`config.mk`:
```
export PLATFORM = sky130hd
export DESIGN_NAME = cws_top
export DESIGN_NICKNAME = d
export VERILOG_FILES = /design/src/cws_pkg.sv /design/src/cws_sync.sv /design/src/cws_wave.sv /design/src/cws_top.sv
export SDC_FILE = /design/constraint.sdc
export NUM_CORES = 1
export LEC_CHECK = 0
export ABC_AREA = 1
export ABC_CLOCK_PERIOD_IN_PS = 2000
export BUFFER_PORTS_ARGS = -buffer_cell sky130_fd_sc_hd__buf_2
export CAP_MARGIN = 15
export CORE_MARGIN = 8
export CORE_UTILIZATION = 45
export DETAILED_ROUTE_END_ITERATION = 8
export PLACE_DENSITY = 0.72
export SYNTH_ARGS = -nofsm -noshare
export SYNTH_HDL_FRONTEND = slang
export SYNTH_SLANG_ARGS = --single-unit
```
`constraint.sdc`:
```
create_clock -name clk -period 2 [get_ports clk]
set_clock_uncertainty 0.15 [all_clocks]
set_input_delay 0.2 -clock clk [delete_from_list [all_inputs] [get_ports clk]]
set_output_delay 0.2 -clock clk [all_outputs]
set_load 0.005 [all_outputs]
```
`src/cws_pkg.sv`:
```
/*
 * cws_pkg: register map, fields, reset values and mode codes.
 * assumes: 32-bit AXI4-Lite bus, byte addresses, a word per register.
 */
package cws_pkg;

    // ****************************************************************
    // register byte offsets
    // ****************************************************************
    localparam logic [7:0] CWS_OFF_CTRL0    = 8'h00; // waveform_control_0
    localparam logic [7:0] CWS_OFF_POL      = 8'h04; // output_polarity_control
    localparam logic [7:0] CWS_OFF_SHDN     = 8'h08; // shutdown_control
    localparam logic [7:0] CWS_OFF_SHSEL    = 8'h0c; // shutdown_source_select
    localparam logic [7:0] CWS_OFF_CTRL2    = 8'h10; // waveform_control_2 (restart enable)
    localparam logic [7:0] CWS_OFF_DBR      = 8'h14; // rising_deadband_count
    localparam logic [7:0] CWS_OFF_DBF      = 8'h18; // falling_deadband_count

    // ****************************************************************
    // field positions
    // ****************************************************************
    localparam int CWS_BIT_EN       = 7;
    localparam int CWS_BIT_LOAD     = 6;
    localparam int CWS_BIT_IN       = 5;
    localparam int CWS_BIT_SHDN     = 7;
    localparam int CWS_BIT_REN      = 6;
    localparam int CWS_POS_LVL_BD   = 4;
    localparam int CWS_POS_LVL_AC   = 2;
    localparam int CWS_BIT_CTRL2_REN = 0;

    // ****************************************************************
    // widths and reset values
    // ****************************************************************
    localparam int          CWS_NUM_SRC     = 4;
    localparam int          CWS_DB_W        = 6;
    localparam logic [2:0]  CWS_MODE_RST    = 3'h0;
    localparam logic [3:0]  CWS_POL_RST     = 4'h0;
    localparam logic [1:0]  CWS_LVL_RST     = 2'h0;
    localparam logic [3:0]  CWS_SHSEL_RST   = 4'h0;
    localparam logic [5:0]  CWS_DB_RST      = 6'h00;
    localparam logic [1:0]  CWS_RESP_OKAY   = 2'b00;
    localparam logic [1:0]  CWS_RESP_SLVERR = 2'b10;

    // mode codes of the three-bit mode field
    localparam logic [2:0] CWS_MODE_STEER   = 3'h0;
    localparam logic [2:0] CWS_MODE_SSTEER  = 3'h1;
    localparam logic [2:0] CWS_MODE_FWD     = 3'h2;
    localparam logic [2:0] CWS_MODE_REV     = 3'h3;
    localparam logic [2:0] CWS_MODE_HALF    = 3'h4;
    localparam logic [2:0] CWS_MODE_PUSH    = 3'h5;

    typedef enum logic [1:0] {
        CWS_ST_OFF,
        CWS_ST_SHUT,
        CWS_ST_WAIT,
        CWS_ST_RUN
    } cws_state_e;

endpackage

```
`src/cws_sync.sv`:
```
/*
 * cws_sync: two flip-flop synchroniser for level inputs.
 * assumes: asynchronous levels; output two clk edges late.
 */
`timescale 1ns/1ps
module cws_sync #(
    parameter int W = 1
) (
    // clock and reset
    input  wire logic         clk,
    input  wire logic         resetn,
    // data
    input  wire logic [W-1:0] d,
    output logic      [W-1:0] q
);
    logic [W-1:0] meta_reg;

    // first stage is read only by the second stage
    always_ff @(posedge clk) begin
        if (!resetn) begin
            meta_reg <= '0;
            q        <= '0;
        end else begin
            meta_reg <= d;
            q        <= meta_reg;
        end
    end
endmodule

```
`src/cws_wave.sv`:
```
/*
 * cws_wave: per-mode waveform of outputs a..d before polarity and
 * override; no dead-band timing. assumes: inp is synchronised.
 */
`timescale 1ns/1ps
module cws_wave
    import cws_pkg::*;
(
    // mode and input
    input  wire logic [2:0] mode,
    input  wire logic       inp,
    // raw outputs d,c,b,a
    output logic      [3:0] raw
);
    // full bridge: a/c steady, b/d modulated by direction
    always_comb begin
        case (mode)
            CWS_MODE_STEER,
            CWS_MODE_SSTEER: raw = {4{inp}};
            CWS_MODE_FWD:    raw = {inp, 1'b0, 1'b0, 1'b1};
            CWS_MODE_REV:    raw = {1'b0, 1'b1, inp, 1'b0};
            CWS_MODE_HALF,
            CWS_MODE_PUSH:   raw = {~inp, inp, ~inp, inp};
            default:         raw = 4'h0; // reserved codes drive low
        endcase
    end
endmodule

```
`src/cws_top.sv`:
```
/*
 * cws_top: shutdown override and restart control of a complementary
 * waveform generator behind an AXI4-Lite slave.
 * assumes: pins are asynchronous; pin direction lives outside.
 */
// Local design decisions: the AXI4-Lite slave port and the placing of the registers.
// Overview of operation
// [RULE1] clear enable before changing configuration
// [RULE2] pins stay inputs until enabled
// [RULE3] start from shutdown; program override levels
// [RULE4] set shutdown, clear restart before enabling
// [RULE5] start by restart enable or clearing shutdown
// [RULE6] override fields drive b/d and a/c
// [RULE7] overrides bypass polarity
// [RULE8] software clear fails while input active
// [RULE9] overrides hold until next input rise
// [RULE10] auto restart clears shutdown when inputs low; the code clears it once no selected shutdown input is low
// [RULE11] one restart enable selects restart method
// [RULE12] control 0 bit 7 enables generator
// [RULE13] load request loads dead-band at input event
// [RULE14] load request settable only when already enabled
// [RULE15] mode field decodes six modes, two reserved
// [RULE16] control 1 bit 5 reads input level
// [RULE17] control 1 bits 3..0 invert d..a
// [RULE18] shutdown inputs active low, level sensitive
// [RULE19] software shutdown applies overrides immediately
// [RULE20] active shutdown input sets shutdown bit
`timescale 1ns/1ps
module cws_top
    import cws_pkg::*;
#(
    parameter int NSRC = CWS_NUM_SRC,
    parameter int DBW  = CWS_DB_W
) (
    // clock and reset
    input  wire logic            clk,
    input  wire logic            resetn,
    // axi4-lite write address
    input  wire logic [7:0]      s_axi_awaddr,
    input  wire logic            s_axi_awvalid,
    output logic                 s_axi_awready,
    // axi4-lite write data
    input  wire logic [31:0]     s_axi_wdata,
    input  wire logic [3:0]      s_axi_wstrb,
    input  wire logic            s_axi_wvalid,
    output logic                 s_axi_wready,
    // axi4-lite write response
    output logic [1:0]           s_axi_bresp,
    output logic                 s_axi_bvalid,
    input  wire logic            s_axi_bready,
    // axi4-lite read address
    input  wire logic [7:0]      s_axi_araddr,
    input  wire logic            s_axi_arvalid,
    output logic                 s_axi_arready,
    // axi4-lite read data
    output logic [31:0]          s_axi_rdata,
    output logic [1:0]           s_axi_rresp,
    output logic                 s_axi_rvalid,
    input  wire logic            s_axi_rready,
    // generator pins
    input  wire logic            wave_in,
    input  wire logic [NSRC-1:0] shutdown_n,
    output logic                 output_a,
    output logic                 output_b,
    output logic                 output_c,
    output logic                 output_d,
    // dead-band values as used by the timing logic
    output logic [DBW-1:0]       rising_deadband_count,
    output logic [DBW-1:0]       falling_deadband_count
);
    import cws_pkg::*;

    // ****************************************************************
    // registers
    // ****************************************************************
    logic             en_reg;
    logic             load_reg;
    logic [2:0]       mode_reg;
    logic [3:0]       pol_reg;
    logic             shdn_reg;
    logic             ren_reg;
    logic [1:0]       lvl_bd_reg;
    logic [1:0]       lvl_ac_reg;
    logic [NSRC-1:0]  shsel_reg;
    logic [DBW-1:0]   dbr_reg;
    logic [DBW-1:0]   dbf_reg;
    logic             in_d_reg;
    cws_state_e       state_reg;
    cws_state_e       state_next;
    logic [3:0]       out_reg;
    logic [DBW-1:0]   dbr_act_reg;
    logic [DBW-1:0]   dbf_act_reg;

    // bus latches
    logic             aw_got_reg;
    logic             w_got_reg;
    logic [7:0]       awaddr_reg;
    logic [31:0]      wdata_reg;
    logic [3:0]       wstrb_reg;

    // ****************************************************************
    // synchronised pins
    // ****************************************************************
    logic             in_s;
    logic [NSRC-1:0]  sd_n_s;

    cws_sync #(.W(NSRC + 1)) u_sync (
        .clk    (clk),
        .resetn (resetn),
        .d      ({wave_in, shutdown_n}),
        .q      ({in_s, sd_n_s})
    );

    // ****************************************************************
    // input events and shutdown sources
    // ****************************************************************
    wire in_rise   = in_s & ~in_d_reg;
    wire in_fall   = ~in_s & in_d_reg;
    // active-low, level sensitive, only selected sources count
    wire sd_active = |(~sd_n_s & shsel_reg); // [RULE18]

    // ****************************************************************
    // write decode
    // ****************************************************************
    wire        wr_go    = aw_got_reg & w_got_reg & ~s_axi_bvalid;
    wire        wr_ok    = wr_go & wstrb_reg[0];
    wire [7:0]  wb       = wdata_reg[7:0];
    wire        wr_ctrl0 = wr_ok & (awaddr_reg == CWS_OFF_CTRL0);
    wire        wr_pol   = wr_ok & (awaddr_reg == CWS_OFF_POL);
    wire        wr_shdn  = wr_ok & (awaddr_reg == CWS_OFF_SHDN);
    wire        wr_shsel = wr_ok & (awaddr_reg == CWS_OFF_SHSEL);
    wire        wr_ctrl2 = wr_ok & (awaddr_reg == CWS_OFF_CTRL2);
    wire        wr_dbr   = wr_ok & (awaddr_reg == CWS_OFF_DBR);
    wire        wr_dbf   = wr_ok & (awaddr_reg == CWS_OFF_DBF);
    wire        wr_hit   = (awaddr_reg[7:2] <= CWS_OFF_DBF[7:2]) & (awaddr_reg[1:0] == 2'b00);

    // restart enable lives in two views of one bit
    wire        ren_wr_v = wr_shdn ? wb[CWS_BIT_REN] : wb[CWS_BIT_CTRL2_REN];
    wire        ren_wr   = wr_shdn | wr_ctrl2; // [RULE11]
    wire        ren_next = ren_wr ? ren_wr_v : ren_reg;

    // load request only sets when enable was already 1 before this write
    wire        load_set = wr_ctrl0 & wb[CWS_BIT_LOAD] & en_reg; // [RULE14]
    wire        load_done = load_reg & (in_rise | in_fall); // [RULE13]

    // shutdown bit: hardware set wins over any software clear
    wire        sw_shdn_set = wr_shdn & wb[CWS_BIT_SHDN]; // [RULE19]
    wire        sw_shdn_clr = wr_shdn & ~wb[CWS_BIT_SHDN] & ~sd_active; // [RULE8]
    wire        auto_clr    = ren_next & ~sd_active; // [RULE10]
    wire        shdn_next   = sd_active | sw_shdn_set | // [RULE20]
                              (shdn_reg & ~sw_shdn_clr & ~auto_clr); // [RULE5]

    // ****************************************************************
    // control registers
    // ****************************************************************
    always_ff @(posedge clk) begin
        if (!resetn) begin
            en_reg     <= 1'b0; // [RULE12]
            mode_reg   <= CWS_MODE_RST;
            pol_reg    <= CWS_POL_RST;
            lvl_bd_reg <= CWS_LVL_RST;
            lvl_ac_reg <= CWS_LVL_RST;
            shsel_reg  <= CWS_SHSEL_RST;
        end else begin
            if (wr_ctrl0) begin
                en_reg   <= wb[CWS_BIT_EN]; // [RULE12]
                mode_reg <= wb[2:0]; // [RULE15]
            end
            if (wr_pol)
                pol_reg <= wb[3:0]; // [RULE17]
            if (wr_shdn) begin
                lvl_bd_reg <= wb[CWS_POS_LVL_BD +: 2]; // [RULE6]
                lvl_ac_reg <= wb[CWS_POS_LVL_AC +: 2];
            end
            if (wr_shsel)
                shsel_reg <= wb[NSRC-1:0];
        end
    end

    // shutdown, restart and load request flags
    always_ff @(posedge clk) begin
        if (!resetn) begin
            shdn_reg <= 1'b0;
            ren_reg  <= 1'b0;
            load_reg <= 1'b0;
        end else begin
            shdn_reg <= shdn_next;
            ren_reg  <= ren_next;
            load_reg <= load_set | (load_reg & ~load_done & en_reg); // set wins
        end
    end

    // dead-band buffers: direct while disabled, on load request otherwise
    always_ff @(posedge clk) begin
        if (!resetn) begin
            dbr_reg     <= CWS_DB_RST;
            dbf_reg     <= CWS_DB_RST;
            dbr_act_reg <= CWS_DB_RST;
            dbf_act_reg <= CWS_DB_RST;
        end else begin
            if (wr_dbr)
                dbr_reg <= wb[DBW-1:0];
            if (wr_dbf)
                dbf_reg <= wb[DBW-1:0];
            if (!en_reg || load_done) begin
                dbr_act_reg <= dbr_reg; // [RULE13]
                dbf_act_reg <= dbf_reg;
            end
        end
    end

    // ****************************************************************
    // generator state
    // ****************************************************************
    always_comb begin
        state_next = state_reg;
        case (state_reg)
            CWS_ST_OFF:  if (en_reg) state_next = CWS_ST_SHUT; // [RULE3]
            CWS_ST_SHUT: if (!shdn_next) state_next = CWS_ST_WAIT;
            CWS_ST_WAIT: if (shdn_next) state_next = CWS_ST_SHUT;
                         else if (in_rise) state_next = CWS_ST_RUN; // [RULE9]
            CWS_ST_RUN:  if (shdn_next) state_next = CWS_ST_SHUT; // [RULE19]
            default:     state_next = CWS_ST_OFF;
        endcase
        if (!en_reg)
            state_next = CWS_ST_OFF;
    end

    always_ff @(posedge clk) begin
        if (!resetn) begin
            state_reg <= CWS_ST_OFF;
            in_d_reg  <= 1'b0;
        end else begin
            state_reg <= state_next;
            in_d_reg  <= in_s;
        end
    end

    // ****************************************************************
    // outputs
    // ****************************************************************
    logic [3:0] raw;

    cws_wave u_wave (
        .mode (mode_reg),
        .inp  (in_s),
        .raw  (raw)
    );

    // override order d,c,b,a; polarity never touches override levels
    wire [3:0] ovr      = {lvl_bd_reg[1], lvl_ac_reg[1], lvl_bd_reg[0], lvl_ac_reg[0]}; // [RULE6]
    wire       hold_ovr = (state_next == CWS_ST_SHUT) | (state_next == CWS_ST_WAIT);
    wire [3:0] out_next = (state_next == CWS_ST_OFF) ? 4'h0 :
                          hold_ovr ? ovr : (raw ^ pol_reg); // [RULE7]

    always_ff @(posedge clk) begin
        if (!resetn) begin
            out_reg <= 4'h0;
        end else begin
            out_reg <= out_next; // [RULE9]
        end
    end

    assign output_a               = out_reg[0];
    assign output_b               = out_reg[1];
    assign output_c               = out_reg[2];
    assign output_d               = out_reg[3];
    assign rising_deadband_count  = dbr_act_reg;
    assign falling_deadband_count = dbf_act_reg;

    // ****************************************************************
    // axi4-lite write channel
    // ****************************************************************
    // address and data taken in either order, response after both
    always_ff @(posedge clk) begin
        if (!resetn) begin
            aw_got_reg   <= 1'b0;
            w_got_reg    <= 1'b0;
            awaddr_reg   <= 8'h00;
            wdata_reg    <= 32'h0000_0000;
            wstrb_reg    <= 4'h0;
            s_axi_bvalid <= 1'b0;
            s_axi_bresp  <= CWS_RESP_OKAY;
        end else begin
            if (s_axi_awvalid && s_axi_awready) begin
                aw_got_reg <= 1'b1;
                awaddr_reg <= s_axi_awaddr;
            end
            if (s_axi_wvalid && s_axi_wready) begin
                w_got_reg <= 1'b1;
                wdata_reg <= s_axi_wdata;
                wstrb_reg <= s_axi_wstrb;
            end
            if (wr_go) begin
                aw_got_reg   <= 1'b0;
                w_got_reg    <= 1'b0;
                s_axi_bvalid <= 1'b1;
                s_axi_bresp  <= wr_hit ? CWS_RESP_OKAY : CWS_RESP_SLVERR;
            end else if (s_axi_bready) begin
                s_axi_bvalid <= 1'b0;
            end
        end
    end

    assign s_axi_awready = resetn & ~aw_got_reg & ~s_axi_bvalid;
    assign s_axi_wready  = resetn & ~w_got_reg & ~s_axi_bvalid;

    // ****************************************************************
    // axi4-lite read channel
    // ****************************************************************
    wire [7:0] ra = s_axi_araddr;
    logic [7:0] rd_byte;
    logic       rd_hit;

    // unimplemented bits read as zero
    always_comb begin
        rd_hit  = (ra[1:0] == 2'b00);
        rd_byte = 8'h00;
        case (ra)
            CWS_OFF_CTRL0: rd_byte = {en_reg, load_reg, 3'b000, mode_reg};
            CWS_OFF_POL:   rd_byte = {2'b00, in_s, 1'b0, pol_reg}; // [RULE16]
            CWS_OFF_SHDN:  rd_byte = {shdn_reg, ren_reg, lvl_bd_reg, lvl_ac_reg, 2'b00};
            CWS_OFF_SHSEL: rd_byte = 8'(shsel_reg);
            CWS_OFF_CTRL2: rd_byte = {7'h00, ren_reg};
            CWS_OFF_DBR:   rd_byte = 8'(dbr_reg);
            CWS_OFF_DBF:   rd_byte = 8'(dbf_reg);
            default:       rd_hit  = 1'b0;
        endcase
    end

    always_ff @(posedge clk) begin
        if (!resetn) begin
            s_axi_rvalid <= 1'b0;
            s_axi_rdata  <= 32'h0000_0000;
            s_axi_rresp  <= CWS_RESP_OKAY;
        end else if (s_axi_arvalid && s_axi_arready) begin
            s_axi_rvalid <= 1'b1;
            s_axi_rdata  <= {24'h000000, rd_byte};
            s_axi_rresp  <= rd_hit ? CWS_RESP_OKAY : CWS_RESP_SLVERR;
        end else if (s_axi_rready) begin
            s_axi_rvalid <= 1'b0;
        end
    end

    assign s_axi_arready = resetn & ~s_axi_rvalid;
endmodule

```
==> impl_metrics.py <==
metrics = {
    "synth": {
        "ys_async_sr_fraction_pct": 0,
        "synth.top_cells.by_area": "sky130_fd_sc_hd__dfxtp_1 (45%), sky130_fd_sc_hd__o21ai_0 (8.7%), sky130_fd_sc_hd__a21oi_1 (7.0%)",
        "ys_warn_count": 0,
        "ys_types": 34,
        "seq_area_frac_synth_pct": 45.4,
        "synthesis.area_um2": 4010,
        "synth-edff-count": 0,
        "top_count_cell_post_synth": "sky130_fd_sc_hd__dfxtp_1",
        "synthDominantCellAreaShare_pct": 45.4,
        "synth_commonest_cells": "sky130_fd_sc_hd__dfxtp_1 (91), sky130_fd_sc_hd__o21ai_0 (70), sky130_fd_sc_hd__nand2_1 (69)",
        "ys_dominant_reg_cell": "sky130_fd_sc_hd__dfxtp_1",
        "synth_area_per_cell_um2": 7.48,
        "number_of_storage_elements_in_the_synthesis_netlist": 91,
        "synthesized_netlist_cell_count": 536,
        "cell_taking_the_most_area_after_synthesis": "sky130_fd_sc_hd__dfxtp_1",
    },
    "layout": {
        "multiInputGateArea_um2": 1850,
        "area_growth_syn_to_fin_pct": 25.5,
        "seqCellArea_um2": 1830,
        "final_layout_size_suffix_gt1_share_pct": 25.1,
        "number_of_inserted_filler_cells_in_the_final_layout": 785,
        "stdcell_area_um2": 5030,
        "nets": 711,
        "antenna_cells": 0,
        "final_core_util_pct": 58.0,
    },
    "setup_path": {
        "cp_slowest_cell": "sky130_fd_sc_hd__dfxtp_1",
        "crit_path_cell_trace": "inv_1 > nand3_2 > nor2_4 > nand2_4 > nand2_2 > nand3_4 > nand3_4 > nand3_4 > ha_4 > or2_4 > a21oi_1 > o21ai_1 > inv_1",
        "worstPathArrival_ps": 2210,
        "critical_path.max_fanout": 6,
        "r2r_end": "out_reg[2]",
        "worst-r2r-cell-count": 13,
        "r2r_setup_slack_ps": -50,
        "critPathCaptureType": "register",
        "slowest_delay_ps": 320,
        "path_class": "reg2reg",
        "path_depth": 13,
        "critical_path.startpoint_type": "register",
        "crit_required_ps": 2160,
        "r2r_start": "s_axi_bvalid",
        "cell_family_with_most_cp_delay": "simple AND/OR/NAND/NOR gates",
        "critPathBufInv": 2,
        "critical-path-top-cell-by-count": "sky130_fd_sc_hd__nand3_4",
    },
    "placed_design": {
        "place_hpwl_um": 7380,
        "io_buffers": 67,
        "dpl-instance-area_um2": 4480,
        "routabilityCongestion": 0.903,
    },
    "clock_network": {
        "cts_inserted_buffers": 9,
        "tritoncts": "done",
        "clock_path_buffers": 2,
        "cts.root.buffer_cell": "sky130_fd_sc_hd__clkbuf_8",
        "worst_skew_pair.late_latency_ps": 360,
        "cts.sinks": 91,
        "cts.htree.levels": 3,
        "worst_setup_hold_path_clk_slew_ps": 90,
    },
    "timing": {
        "hold-worst-slack_ps": 21.7,
        "achievable-frequency_ghz": 0.487,
        "setup_violations": 4,
        "final.period_utilization_pct": 103,
        "finalWorstPathRequiredPeriod_ps": 2050,
        "layout_setup_ws_ps": -52.2,
        "timing.slew.headroom_pct": 60.5,
        "rsz_0062_raised_after_global_routing": "yes",
        "tightestPinTransition_ps": 592,
        "report.final.hold_viol_count": 0,
        "final_max_slew_viol_count": 0,
        "setup_tns_ps": -190,
    },
    "grt": {
        "grt_max_degree": 71,
        "grt-ovfl-total": 0,
        "grt_antenna_before_repair": 0,
        "gr-usage-all-layers_pct": 16.4,
        "grt_first_pass_wirelength_um": 15900,
        "via_count_of_the_first_global_routing_pass": 3468,
    },
    "outcome": {
        "violations": "negative setup slack",
        "run_status": "complete, but fails checks",
    },
    "floorplanning": {
        "fp.dieArea_um2": 12200,
        "placement_rows": 34,
        "top_level_ports": 121,
        "fp.dieH_um": 110,
        "die_width_um": 110,
        "fp.coreArea_um2": 8680,
        "initial_core_util_pct": 46.2,
    },
    "routing": {
        "vias_after_detailed_routing": 3740,
        "avgRoutedWirePerCell_um": 13.5,
        "drc": 0,
        "drt-total-wl_um": 10200,
        "vias_per_cell": 4.93,
        "drtPass1Iterations": 7,
        "antenna_violating_nets_post_route": 0,
        "count_of_routing_violations_after_the_opening_detailed_route_iteration": 187,
    },
    "power": {
        "power_density_nw_per_um2": 690,
        "cellLeakagePower_nw": 2.32,
        "max-vdd-ir-drop_mv": 0.334,
    },
    "worst_hold_path": {
        "hold_end": "wdata_reg[6]",
        "hold_path_startpoint": "s_axi_wdata[6]",
        "worst_hold_path_type": "in2reg",
        "worstHoldPathCells": 3,
    },
    "run": {
        "maxCapViolations": 0,
    },
}
worst reg2reg max path, stage by stage, from the launching register on:
cell and delay, ps:
sky130_fd_sc_hd__dfxtp_1 320, sky130_fd_sc_hd__inv_1 80, sky130_fd_sc_hd__nand3_2 100, sky130_fd_sc_hd__nor2_4 210
sky130_fd_sc_hd__nand2_4 130, sky130_fd_sc_hd__nand2_2 100, sky130_fd_sc_hd__nand3_4 90, sky130_fd_sc_hd__nand3_4 90
sky130_fd_sc_hd__nand3_4 90, sky130_fd_sc_hd__ha_4 160, sky130_fd_sc_hd__or2_4 250, sky130_fd_sc_hd__a21oi_1 120
sky130_fd_sc_hd__o21ai_1 80, sky130_fd_sc_hd__inv_1 50
stage by stage:
step | power [W] | cells | setup WS (ps)
6_report | 0.00347 | 758 | -52.2
5_1_grt | 0.00362 | 758 | -167
4_1_cts | 0.00347 | 756 | -12.3
3_5_place_dp | 0.00221 | 715 | -86.2
3_3_place_gp | 0.00220 | 715 | -25.1
2_1_floorplan | 0.00213 | 561 | -13.1
logic make-up (layout without fill, tap and decap cells):
kind of cell	count (synthesis)	in the layout	share of synthesized area (%)
AOI/OAI and AO/OA	140	140	17.9
xor gates and xnor gates	4	4	0.874
adders and majority gates	2	2	0.624
buffers and inverters	113	202	13.7
DFF	91	91	45.4
other	1	26	0.0935
and+or+nand+nor	185	185	21.3
report_power, final:
| part | leakage (nW) | switching [W] | internal (W) |
|---|---|---|---|
| combinational | 1.48 | 0.000196 | 0.000149 |
| clock | 0.100 | 0.000662 | 0.000581 |
| sequential | 0.742 | 0.0000277 | 0.00186 |
metal layers:
layer / vias up / global-route usage [%] / routed length [um]
met1: 1699 / 19.5 / 4320
met2: 132 / 27.3 / 4890
met3: 19 / 4.59 / 813
li1: 1890 / - / -
met4: 0 / 6.28 / 205
met5: - / 0 / 0
layout by cell type, fill, tap and decap left out, types with 3 or more instances in the layout:
cell	instances
sky130_fd_sc_hd__nor3_2	3
sky130_fd_sc_hd__o21ai_1	11
sky130_fd_sc_hd__xor2_1	3
sky130_fd_sc_hd__nor2_4	9
sky130_fd_sc_hd__nand3_2	4
sky130_fd_sc_hd__nor2_1	60
sky130_fd_sc_hd__clkbuf_8	9
sky130_fd_sc_hd__dfxtp_1	84
sky130_fd_sc_hd__a21oi_2	3
sky130_fd_sc_hd__conb_1	26
sky130_fd_sc_hd__inv_2	6
sky130_fd_sc_hd__inv_1	63
sky130_fd_sc_hd__a21oi_1	53
sky130_fd_sc_hd__buf_2	67
sky130_fd_sc_hd__buf_4	28
sky130_fd_sc_hd__nand3_1	26
sky130_fd_sc_hd__dfxtp_2	7
sky130_fd_sc_hd__nor2_2	4
sky130_fd_sc_hd__nand2_2	7
sky130_fd_sc_hd__o21ai_0	66
sky130_fd_sc_hd__nand2_1	63
sky130_fd_sc_hd__nand3_4	4
sky130_fd_sc_hd__clkinv_4	3
sky130_fd_sc_hd__dlygate4sd3_1	20
how the worst max path moves through the flow:
| stage | startpoint | endpoint | slack, ps |
|---|---|---|---|
| detailed placement | awaddr_reg[1] | out_reg[3] | -90 |
| CTS | awaddr_reg[7] | out_reg[2] | -10 |
| global route | s_axi_bvalid | out_reg[2] | -170 |
| global placement | awaddr_reg[1] | out_reg[3] | -30 |
| finish | s_axi_bvalid | out_reg[2] | -50 |
| floorplan | s_axi_bvalid | out_reg[1] | -10 |
final cells by class:
cell class,instances,share of cell area [%]
Multi-Input combinational cell,357,36.8
Sequential cell,91,36.4
Timing Repair Buffer,116,15.0
Inverter,70,5.22
Tap cell,108,2.69
Clock buffer,10,2.54
Clock inverter,6,1.32
timing repair:
item                       4_1_cts  5_1_grt
hold buffers                    20        0
pin swaps                        7        6
setup endpoints to repair        4        6
resized for setup               12       17
setup buffers                    5        2
gates cloned                     0        0
hold endpoints to repair        20        0
Power figures use the tool's default switching activity.
